**src/hdl/stream_read_cfg.svh**
```systemverilog
// Offsets, field positions, reset values and timing counts for the stream read decoder.
`ifndef STREAM_READ_CFG_SVH
`define STREAM_READ_CFG_SVH

// ****************************************************************
// Option byte fields
// ****************************************************************
`define OPT_PRIORITY_BIT    7
`define OPT_CONTINUE_BIT    6
`define OPT_NONSEQ_BIT      5
`define OPT_RESUME_BIT      4
`define OPT_STREAM_HI       2
`define OPT_STREAM_LO       0

// ****************************************************************
// Ending status and error fields
// ****************************************************************
`define STAT_OCCUPIED_BIT   7
`define STAT_READY_BIT      6
`define STAT_STREAM_BIT     5
`define STAT_ERR_BIT        0
`define ERR_READ_FAULT_BIT  6
`define ERR_NOT_LOCATED_BIT 4
`define ERR_REJECTED_BIT    2
`define ERR_TIMEOUT_BIT     0
`define STAT_RESET          8'h40
`define ERR_RESET           8'h00

// ****************************************************************
// Timing and sector count limit
// ****************************************************************
`define CLK_PERIOD_NS       50
`define US_NS               1000
`define CYCLES_PER_US       ((`US_NS + `CLK_PERIOD_NS - 1) / `CLK_PERIOD_NS)
`define MIN_LIMIT_US        1
`define MAX_SECTORS         17'h10000

`endif

```
**src/hdl/stream_read_pkg.sv**
```systemverilog
// Types shared by the stream read option decoder.
package stream_read_pkg;

	typedef struct packed {
		logic       priority_transfer_flag;
		logic       continue_on_fault_flag;
		logic       nonsequential_hint;
		logic       resume_recovery_flag;
		logic [2:0] stream_selector;
	} options_t;

	typedef struct packed {
		logic media_read_fault;
		logic sector_not_located;
		logic command_rejected;
	} faults_t;

	typedef enum logic [1:0] {
		ST_IDLE  = 2'b00,
		ST_RUN   = 2'b01,
		ST_ABORT = 2'b10
	} phase_t;

endpackage

```
**src/hdl/limit_resolve.sv**
```systemverilog
// Resolves the completion time limit for one command into microseconds.
`timescale 1ns/1ps
`include "stream_read_cfg.svh"

module limit_resolve #(
	parameter int UNIT_W = 16,
	parameter int LIM_W  = 24
) (
	input  wire logic [7:0]        multiplier,
	input  wire logic [UNIT_W-1:0] time_unit,
	input  wire logic [7:0]        stream_default,
	input  wire logic              default_valid,
	output logic                   limit_enable,
	output logic [LIM_W-1:0]       limit_us
);

	logic [7:0]       chosen;
	logic [LIM_W-1:0] product;

	always_comb
	begin
		chosen = (multiplier != 8'h00) ? multiplier : stream_default;
		limit_enable = (chosen != 8'h00) &&
			((multiplier != 8'h00) || default_valid);
		// Both factors are widened first so the product keeps its upper bits.
		product = LIM_W'(chosen) * LIM_W'(time_unit);
		if (product < LIM_W'(`MIN_LIMIT_US))
			limit_us = LIM_W'(`MIN_LIMIT_US);
		else
			limit_us = product;
	end

endmodule // limit_resolve

```
**src/hdl/limit_timer.sv**
```systemverilog
// Microsecond countdown of the command completion time limit.
`timescale 1ns/1ps
`include "stream_read_cfg.svh"

module limit_timer #(
	parameter int LIM_W = 24
) (
	input  wire logic             clk,
	input  wire logic             sys_rst,
	input  wire logic             clk_en,
	input  wire logic             start,
	input  wire logic             stop,
	input  wire logic             enable,
	input  wire logic [LIM_W-1:0] limit_us,
	output logic                  expired
);

	localparam int PRE_W = $clog2(`CYCLES_PER_US + 1);

	typedef struct packed {
		logic             run;
		logic [PRE_W-1:0] pre;
		logic [LIM_W-1:0] left;
		logic             exp;
	} tstate_t;

	tstate_t s_r;
	tstate_t s_nxt;

	always_comb
	begin
		s_nxt = s_r;
		s_nxt.exp = 1'b0;
		if (start)
		begin
			s_nxt.run  = enable;
			s_nxt.pre  = PRE_W'(`CYCLES_PER_US - 1);
			s_nxt.left = limit_us;
		end
		else if (stop)
			s_nxt.run = 1'b0;
		else if (s_r.run)
		begin
			if (s_r.pre != '0)
				s_nxt.pre = s_r.pre - 1'b1;
			else
			begin
				s_nxt.pre = PRE_W'(`CYCLES_PER_US - 1);
				if (s_r.left <= LIM_W'(1))
				begin
					s_nxt.run = 1'b0;
					s_nxt.exp = 1'b1;
				end
				else
					s_nxt.left = s_r.left - 1'b1;
			end
		end
	end

	always_ff @(posedge clk)
	begin
		if (sys_rst)
			s_r <= '0;
		else if (clk_en)
			s_r <= s_nxt;
	end

	assign expired = s_r.exp;

endmodule // limit_timer

```
**src/hdl/stream_read_option_decode.sv**
```systemverilog
// Option decoder and ending status generator for streaming read commands.
`timescale 1ns/1ps
`include "stream_read_cfg.svh"

// Summary of operation
// - Priority flag requests fastest finish; the time limit still ends a priority command.
// - Continue-on-error flag: read or transfer faults never abort the command.
// - Continue mode with faults: full transfer, stream flag set, error clear.
// - Continue mode and timeout: halt, stream flag and timeout log bit set.
// - In continue mode the whole transfer is attempted inside the limit despite bad data.
// - Resume flag: latched per command and shown on resume_active only.
// - Stream selector from option bits 2..0 picks per-stream settings.
// - Limit in microseconds is multiplier byte times identify time unit.
// - Zero multiplier uses the selected stream's stored default limit.
// - Zero or never-configured default means no time limit at all.
// - Timing starts at command write and stops at command completion.
// - A limit below the built-in minimum is raised to the minimum.
// - Stream fault indication sits in status bit 5.
// - Timeout flag bit 0 is set in the error log when the limit runs out, and in the error register outside continue mode.
// - Sector count zero means 65536 sectors; otherwise count as given.
module stream_read_option_decode #(
	parameter int UNIT_W = 16,
	parameter int LIM_W  = 24
) (
	input  wire logic                  clk,
	input  wire logic                  sys_rst,
	input  wire logic                  clk_en,
	input  wire logic [7:0]            stream_read_options,
	input  wire logic [7:0]            completion_limit_multiplier,
	input  wire logic [15:0]           sector_count,
	input  wire logic                  command_write,
	input  wire logic [UNIT_W-1:0]     time_unit,
	input  wire logic                  cfg_write,
	input  wire logic [2:0]            cfg_stream,
	input  wire logic [7:0]            cfg_default,
	input  wire logic                  sector_done,
	input  wire stream_read_pkg::faults_t fault_in,
	output logic                       busy,
	output logic [7:0]                 status_out,
	output logic [7:0]                 error_out,
	output logic [7:0]                 error_log,
	output logic [16:0]                sectors_left,
	output logic [2:0]                 active_stream,
	output logic                       priority_active,
	output logic                       nonseq_active,
	output logic                       resume_active,
	output logic                       done_pulse
);

	// ****************************************************************
	// State
	// ****************************************************************
	typedef struct packed {
		stream_read_pkg::phase_t   phase;
		stream_read_pkg::options_t opt;
		logic [16:0]               left;
		logic [7:0]                stat;
		logic [7:0]                err;
		logic [7:0]                log_bits;
		logic                      done;
		logic [7:0]                valid;
	} state_t;

	state_t     s_r;
	state_t     s_nxt;
	logic [7:0] dflt_r [8];

	stream_read_pkg::options_t opt_in;
	logic                      lim_en;
	logic [LIM_W-1:0]          lim_us;
	logic                      expired;
	logic                      finishing;
	logic                      any_fault;

	function automatic logic [16:0] sector_total(input logic [15:0] cnt);
		sector_total = (cnt == 16'h0000) ? `MAX_SECTORS : {1'b0, cnt};
	endfunction

	assign opt_in = stream_read_pkg::options_t'({
		stream_read_options[`OPT_PRIORITY_BIT],
		stream_read_options[`OPT_CONTINUE_BIT],
		stream_read_options[`OPT_NONSEQ_BIT],
		stream_read_options[`OPT_RESUME_BIT],
		stream_read_options[`OPT_STREAM_HI:`OPT_STREAM_LO]});
	assign any_fault = |fault_in;

	// ****************************************************************
	// Per-stream defaults
	// ****************************************************************
	// Defaults are kept apart from the state struct so that they can map
	// onto a small register file without a reset on the data.
	always_ff @(posedge clk)
	begin
		if (clk_en && cfg_write)
			dflt_r[cfg_stream] <= cfg_default;
	end

	limit_resolve #(
		.UNIT_W (UNIT_W),
		.LIM_W  (LIM_W)
	) u_resolve (
		.multiplier     (completion_limit_multiplier),
		.time_unit      (time_unit),
		.stream_default (dflt_r[opt_in.stream_selector]),
		.default_valid  (s_r.valid[opt_in.stream_selector]),
		.limit_enable   (lim_en),
		.limit_us       (lim_us)
	);

	limit_timer #(
		.LIM_W (LIM_W)
	) u_timer (
		.clk      (clk),
		.sys_rst  (sys_rst),
		.clk_en   (clk_en),
		.start    (command_write && s_r.phase == stream_read_pkg::ST_IDLE),
		.stop     (finishing),
		.enable   (lim_en),
		.limit_us (lim_us),
		.expired  (expired)
	);

	// ****************************************************************
	// Command sequencing
	// ****************************************************************
	always_comb
	begin
		s_nxt = s_r;
		s_nxt.done = 1'b0;
		finishing = 1'b0;
		if (cfg_write)
			s_nxt.valid[cfg_stream] = 1'b1;
		case (s_r.phase)
			stream_read_pkg::ST_IDLE:
			begin
				if (command_write)
				begin
					s_nxt.phase = stream_read_pkg::ST_RUN;
					s_nxt.opt = opt_in;
					s_nxt.left = sector_total(sector_count);
					s_nxt.stat = 8'h00;
					s_nxt.stat[`STAT_OCCUPIED_BIT] = 1'b1;
					s_nxt.err = 8'h00;
					s_nxt.log_bits = 8'h00;
				end
			end
			stream_read_pkg::ST_RUN:
			begin
				if (any_fault)
				begin
					s_nxt.log_bits[`ERR_READ_FAULT_BIT] =
						s_r.log_bits[`ERR_READ_FAULT_BIT] |
						fault_in.media_read_fault;
					s_nxt.log_bits[`ERR_NOT_LOCATED_BIT] =
						s_r.log_bits[`ERR_NOT_LOCATED_BIT] |
						fault_in.sector_not_located;
					s_nxt.log_bits[`ERR_REJECTED_BIT] =
						s_r.log_bits[`ERR_REJECTED_BIT] |
						fault_in.command_rejected;
				end
				if (sector_done && s_r.left != 17'h00000)
					s_nxt.left = s_r.left - 17'h00001;
				if (expired)
				begin
					// Timeout ends the command in either mode; the limit
					// is a hard bound even for priority commands.
					finishing = 1'b1;
					s_nxt.phase = stream_read_pkg::ST_IDLE;
					s_nxt.stat[`STAT_OCCUPIED_BIT] = 1'b0;
					s_nxt.stat[`STAT_READY_BIT] = 1'b1;
					s_nxt.log_bits[`ERR_TIMEOUT_BIT] = 1'b1;
					if (s_r.opt.continue_on_fault_flag)
					begin
						s_nxt.stat[`STAT_STREAM_BIT] = 1'b1;
						s_nxt.stat[`STAT_ERR_BIT] = 1'b0;
					end
					else
					begin
						s_nxt.stat[`STAT_ERR_BIT] = 1'b1;
						s_nxt.err[`ERR_TIMEOUT_BIT] = 1'b1;
					end
					s_nxt.done = 1'b1;
				end
				else if (any_fault && !s_r.opt.continue_on_fault_flag)
					s_nxt.phase = stream_read_pkg::ST_ABORT;
				else if (s_r.left == 17'h00000 ||
					(s_r.left == 17'h00001 && sector_done))
				begin
					finishing = 1'b1;
					s_nxt.phase = stream_read_pkg::ST_IDLE;
					s_nxt.stat[`STAT_OCCUPIED_BIT] = 1'b0;
					s_nxt.stat[`STAT_READY_BIT] = 1'b1;
					s_nxt.stat[`STAT_ERR_BIT] = 1'b0;
					s_nxt.stat[`STAT_STREAM_BIT] =
						s_r.opt.continue_on_fault_flag &&
						(s_nxt.log_bits != 8'h00);
					s_nxt.done = 1'b1;
				end
			end
			stream_read_pkg::ST_ABORT:
			begin
				// Normal mode stops on the first fault and reports it
				// through the error register. Continue mode never comes here.
				finishing = 1'b1;
				s_nxt.phase = stream_read_pkg::ST_IDLE;
				s_nxt.stat[`STAT_OCCUPIED_BIT] = 1'b0;
				s_nxt.stat[`STAT_READY_BIT] = 1'b1;
				s_nxt.stat[`STAT_ERR_BIT] = 1'b1;
				s_nxt.err = s_r.log_bits;
				s_nxt.done = 1'b1;
			end
			default:
				s_nxt.phase = stream_read_pkg::ST_IDLE;
		endcase
	end

	always_ff @(posedge clk)
	begin
		if (sys_rst)
		begin
			s_r <= '0;
			s_r.stat <= `STAT_RESET;
			s_r.err <= `ERR_RESET;
		end
		else if (clk_en)
			s_r <= s_nxt;
	end

	// ****************************************************************
	// Outputs
	// ****************************************************************
	// All outputs are fields of the state register.
	assign busy            = s_r.stat[`STAT_OCCUPIED_BIT];
	assign status_out      = s_r.stat;
	assign error_out       = s_r.err;
	assign error_log       = s_r.log_bits;
	assign sectors_left    = s_r.left;
	assign active_stream   = s_r.opt.stream_selector;
	assign priority_active = s_r.opt.priority_transfer_flag;
	assign nonseq_active   = s_r.opt.nonsequential_hint;
	assign resume_active   = s_r.opt.resume_recovery_flag;
	assign done_pulse      = s_r.done;
endmodule // stream_read_option_decode

```
**config.mk**
```make
export PLATFORM = sky130hd
export DESIGN_NAME = stream_read_option_decode
export DESIGN_NICKNAME = d
export VERILOG_FILES = /design/src/hdl/stream_read_pkg.sv /design/src/hdl/limit_resolve.sv /design/src/hdl/limit_timer.sv /design/src/hdl/stream_read_option_decode.sv
export VERILOG_INCLUDE_DIRS = /design/src /design/src/hdl
export SDC_FILE = /design/constraint.sdc
export NUM_CORES = 1
export LEC_CHECK = 0
export ABC_CLOCK_PERIOD_IN_PS = 18000
export BUFFER_PORTS_ARGS = -buffer_cell sky130_fd_sc_hd__buf_4
export CAP_MARGIN = 20
export CORE_MARGIN = 5
export CORE_UTILIZATION = 45
export DETAILED_ROUTE_END_ITERATION = 16
export PLACE_DENSITY = 0.63
export SLEW_MARGIN = 20
export SYNTH_ARGS = -nofsm -noshare
export SYNTH_HDL_FRONTEND = slang
export SYNTH_SLANG_ARGS = --single-unit
export TNS_END_PERCENT = 5
```
**constraint.sdc**
```tcl
create_clock -name clk -period 18 [get_ports clk]
set_input_delay 4.5 -clock clk [delete_from_list [all_inputs] [get_ports clk]]
set_output_delay 4.5 -clock clk [all_outputs]
set_load 0.005 [all_outputs]
```
==> impl_metrics.env <==
export IMPL_grt_pass1_vias=9052
export IMPL_synth_seq_cells=142
export IMPL_setup_viol=0
export IMPL_synth_async_sr_flop_share_pct=0
export IMPL_routedWlPerCell_um=16.6
export IMPL_final_util_pct=51.1
export IMPL_peakVddDrop_v=0.0000706
export IMPL_p_int_mw=0.891
export IMPL_cp_arrival_ps=11270
export IMPL_cts_buffers=17
export IMPL_n_antenna_cell=0
export IMPL_clockRootBuffer="clkbuf_16"
export IMPL_max_freq_mhz=91.2
export IMPL_cts_tree="built"
export IMPL_clk_latency_ps=420
export IMPL_vias_per_cell=5.48
export IMPL_cp_max_fo=20
export IMPL_vias=8890
export IMPL_fill_cells=2316
export IMPL_final_nets=1484
export IMPL_ios=117
export IMPL_holdWs_ps=458
export IMPL_power_frac_comb_pct=51.8
export IMPL_critical_path_class="input port to flip-flop"
export IMPL_antenna_found_initial=0
export IMPL_period_needed_ps=10960
export IMPL_h_tree_depth=4
export IMPL_slew_violations=0
export IMPL_num_rows=58
export IMPL_cts_max_path_buffers=2
export IMPL_required_ps=18300
export IMPL_skew_ps=10.8
export IMPL_worst_setup_path_end_kind="flip-flop"
export IMPL_synth_edf_count=64
export IMPL_fin_cells=1622
export IMPL_syn_area_per_cell_um2=9.33
export IMPL_grt_max_degree=79
export IMPL_place_ws_ps=6540
export IMPL_hold_viol=0
export IMPL_tightestPinTransition_ps=1080
export IMPL_syn2layout_area_growth_pct=12.0
export IMPL_grt_pass1_wl_um=45600
export IMPL_synth_largest_area_cell="edfxtp_1"
export IMPL_finalCritPeriodShare_pct=60.9
export IMPL_start_util_pct=45.6
export IMPL_synth_warnings=0
export IMPL_cts_clk_slew_worst_paths_ps=60
export IMPL_placed_area_mm2=0.0122
export IMPL_cts_num_sinks=142
export IMPL_power_leakage_nw=5.35
export IMPL_gp_congestion=0.841
export IMPL_firstDrtPassIters=5
export IMPL_fin_area_mm2=0.0129
export IMPL_synthCells=1230
export IMPL_power_density_mw_per_mm2=119
export IMPL_drtAntennaViolNets=0
export IMPL_cts_resized=0
export IMPL_die_area_mm2=0.0288
export IMPL_total_power_mw=1.53
export IMPL_chipWidth_um=170
export IMPL_synth_cell_types=78
export IMPL_synth_ff_type="dfxtp_1"
export IMPL_yosysTopAreaCellShare_pct=16.7
export IMPL_pwr_share_clk_pct=23.8
export IMPL_setup_ws_ps=7040
export IMPL_drc=0
export IMPL_critPathLaunchType="input port"
export IMPL_rsz0062_at_grt="false"
export IMPL_overflow=0
export IMPL_post_place_cells=1590
export IMPL_die_h_um=170
export IMPL_portBuffers=103
export IMPL_drive_gt1_share_pct=13.8
export IMPL_grt_usage_pct=19.4
export IMPL_core_area_mm2=0.0252
export IMPL_relSlewSlack_pct=27.9
export IMPL_fin_tns_setup_ps=0
export IMPL_drt_iter0_drc=496
export IMPL_syn_cell_area_mm2=0.0115
export IMPL_outcome="finished clean"
export IMPL_p_switching_mw=0.636
export IMPL_synthTopCellsByArea="edfxtp_1 (17%), fa_1 (15%), dfxtp_1 (14%), ha_1 (5.8%), nor2b_1 (5.6%)"
export IMPL_post_cts_setup_buffers=0
export IMPL_power_frac_seq_pct=24.4
export IMPL_p_sw_share_pct=41.7
export IMPL_hold_buffers=0
export IMPL_hpwlAfterDp_um=19700
export IMPL_yosysSeqAreaShare_pct=30.3
export IMPL_drt_total_wl_um=26900
export IMPL_hp_class="flip-flop to flip-flop"
export IMPL_maxCapViolCount=0
==> synthesized netlist by cell type, types with 9 or more instances <==
library cell / number
nand3_1: 21
mux4_2: 9
edfxtp_1: 64
buf_4: 47
fa_1: 84
o21ai_0: 43
a211oi_1: 17
nor2_1: 109
clkbuf_1: 35
a221oi_1: 12
nand4_1: 9
ha_1: 53
nand2_1: 72
xor2_1: 15
a21oi_1: 81
inv_1: 117
dfxtp_1: 78
nor3_1: 41
nor2b_1: 102
nor4_1: 18
nand2b_1: 31
and2b_1: 12
xnor2_1: 14
==> critical path, stage by stage <==
cell and delay (ps):
buf_4 320, mux4_1 590, mux2_2 310, a21oi_1 150, buf_4 260, nor2b_1 110
fa_1 510, fa_1 540, fa_1 560, inv_1 60, fa_1 530, inv_1 40
ha_1 430, nand4_1 170, a211oi_1 430, nor2_1 110, o21ai_2 240, mux2i_1 110
a2111oi_0 880, nor4b_1 120, nand4b_1 190, a21oi_1 80
==> kinds of logic after synthesis <==
logic type	Yosys count	synth area share [%]
simple gates	458	21.1
other cells	1	0.0327
fa+ha+maj	137	20.4
flops	142	30.3
compound gates	219	12.3
mux	31	4.89
xor+xnor	29	2.21
buf+inv	213	8.73
==> cells in the final DEF, fill, tap and decap left out, drive strengths merged, types with 5 or more instances in the layout <==
cell type / n
nor3b: 5
or3: 7
o22ai: 6
a21oi: 81
o21ai: 45
or4: 5
dfxtp: 78
mux2i: 7
nand4: 9
edfxtp: 64
mux4: 17
xnor2: 14
fa: 84
nor2: 109
xor2: 15
nand2: 72
and2: 5
a221oi: 12
a22oi: 7
mux2: 7
nor4: 20
a211oi: 17
nand3b: 5
ha: 53
and2b: 12
conb: 12
inv: 126
nand3: 21
nor2b: 102
nand2b: 31
a21o: 8
buf: 113
clkbuf: 17
nor3: 42
==> power groups by stage <==
stage / Clock, mW / Sequential, mW / Combinational [mW]
after floorplan: 0 / 0.375 / 0.617
after CTS: 0.370 / 0.373 / 0.789
after global placement: 0 / 0.379 / 0.777
after global routing: 0.386 / 0.376 / 0.895
final: 0.364 / 0.373 / 0.790
after detailed placement: 0 / 0.379 / 0.780
==> per-layer routing <==
layer | up-vias | wire, um | global-route usage (%)
met5 | - | 0 | 0
met4 | 0 | 199 | 3.36
met3 | 16 | 1380 | 4.17
met2 | 227 | 12600 | 31.5
met1 | 4347 | 12700 | 27.2
li1 | 4300 | - | -
==> final timing paths <==
kind | from | slack, ps | end | depth (start not counted)
max | stream_read_options[0] | 7040 | u_timer.s_r[1] | 22
min reg2reg | resume_active | 460 | resume_active | 2
max reg2reg | dflt_r[6][7] | 11180 | u_timer.s_r[1] | 21
min | resume_active | 460 | resume_active | 2
==> flip-flops by register name (all words and copies together), names as in the netlist <==
signal / count
active_stream: 3
dflt_r: 64
done_pulse: 1
error_log: 4
error_out: 4
nonseq_active: 1
priority_active: 1
resume_active: 1
s_r: 11
sectors_left: 17
status_out: 4
u_timer.expired: 1
u_timer.s_r: 30
==> layout make-up <==
| class | instances | area (um^2) | area share (%) |
|---|---|---|---|
| Multi-Input combinational cell | 886 | 7040 | 54.8 |
| Tap cell | 330 | 413 | 3.21 |
| Sequential cell | 142 | 3480 | 27.1 |
| Clock inverter | 15 | 196 | 1.53 |
| Inverter | 119 | 447 | 3.47 |
| Clock buffer | 17 | 425 | 3.31 |
| Timing Repair Buffer | 113 | 848 | 6.60 |
Power figures use the tool's default switching activity.
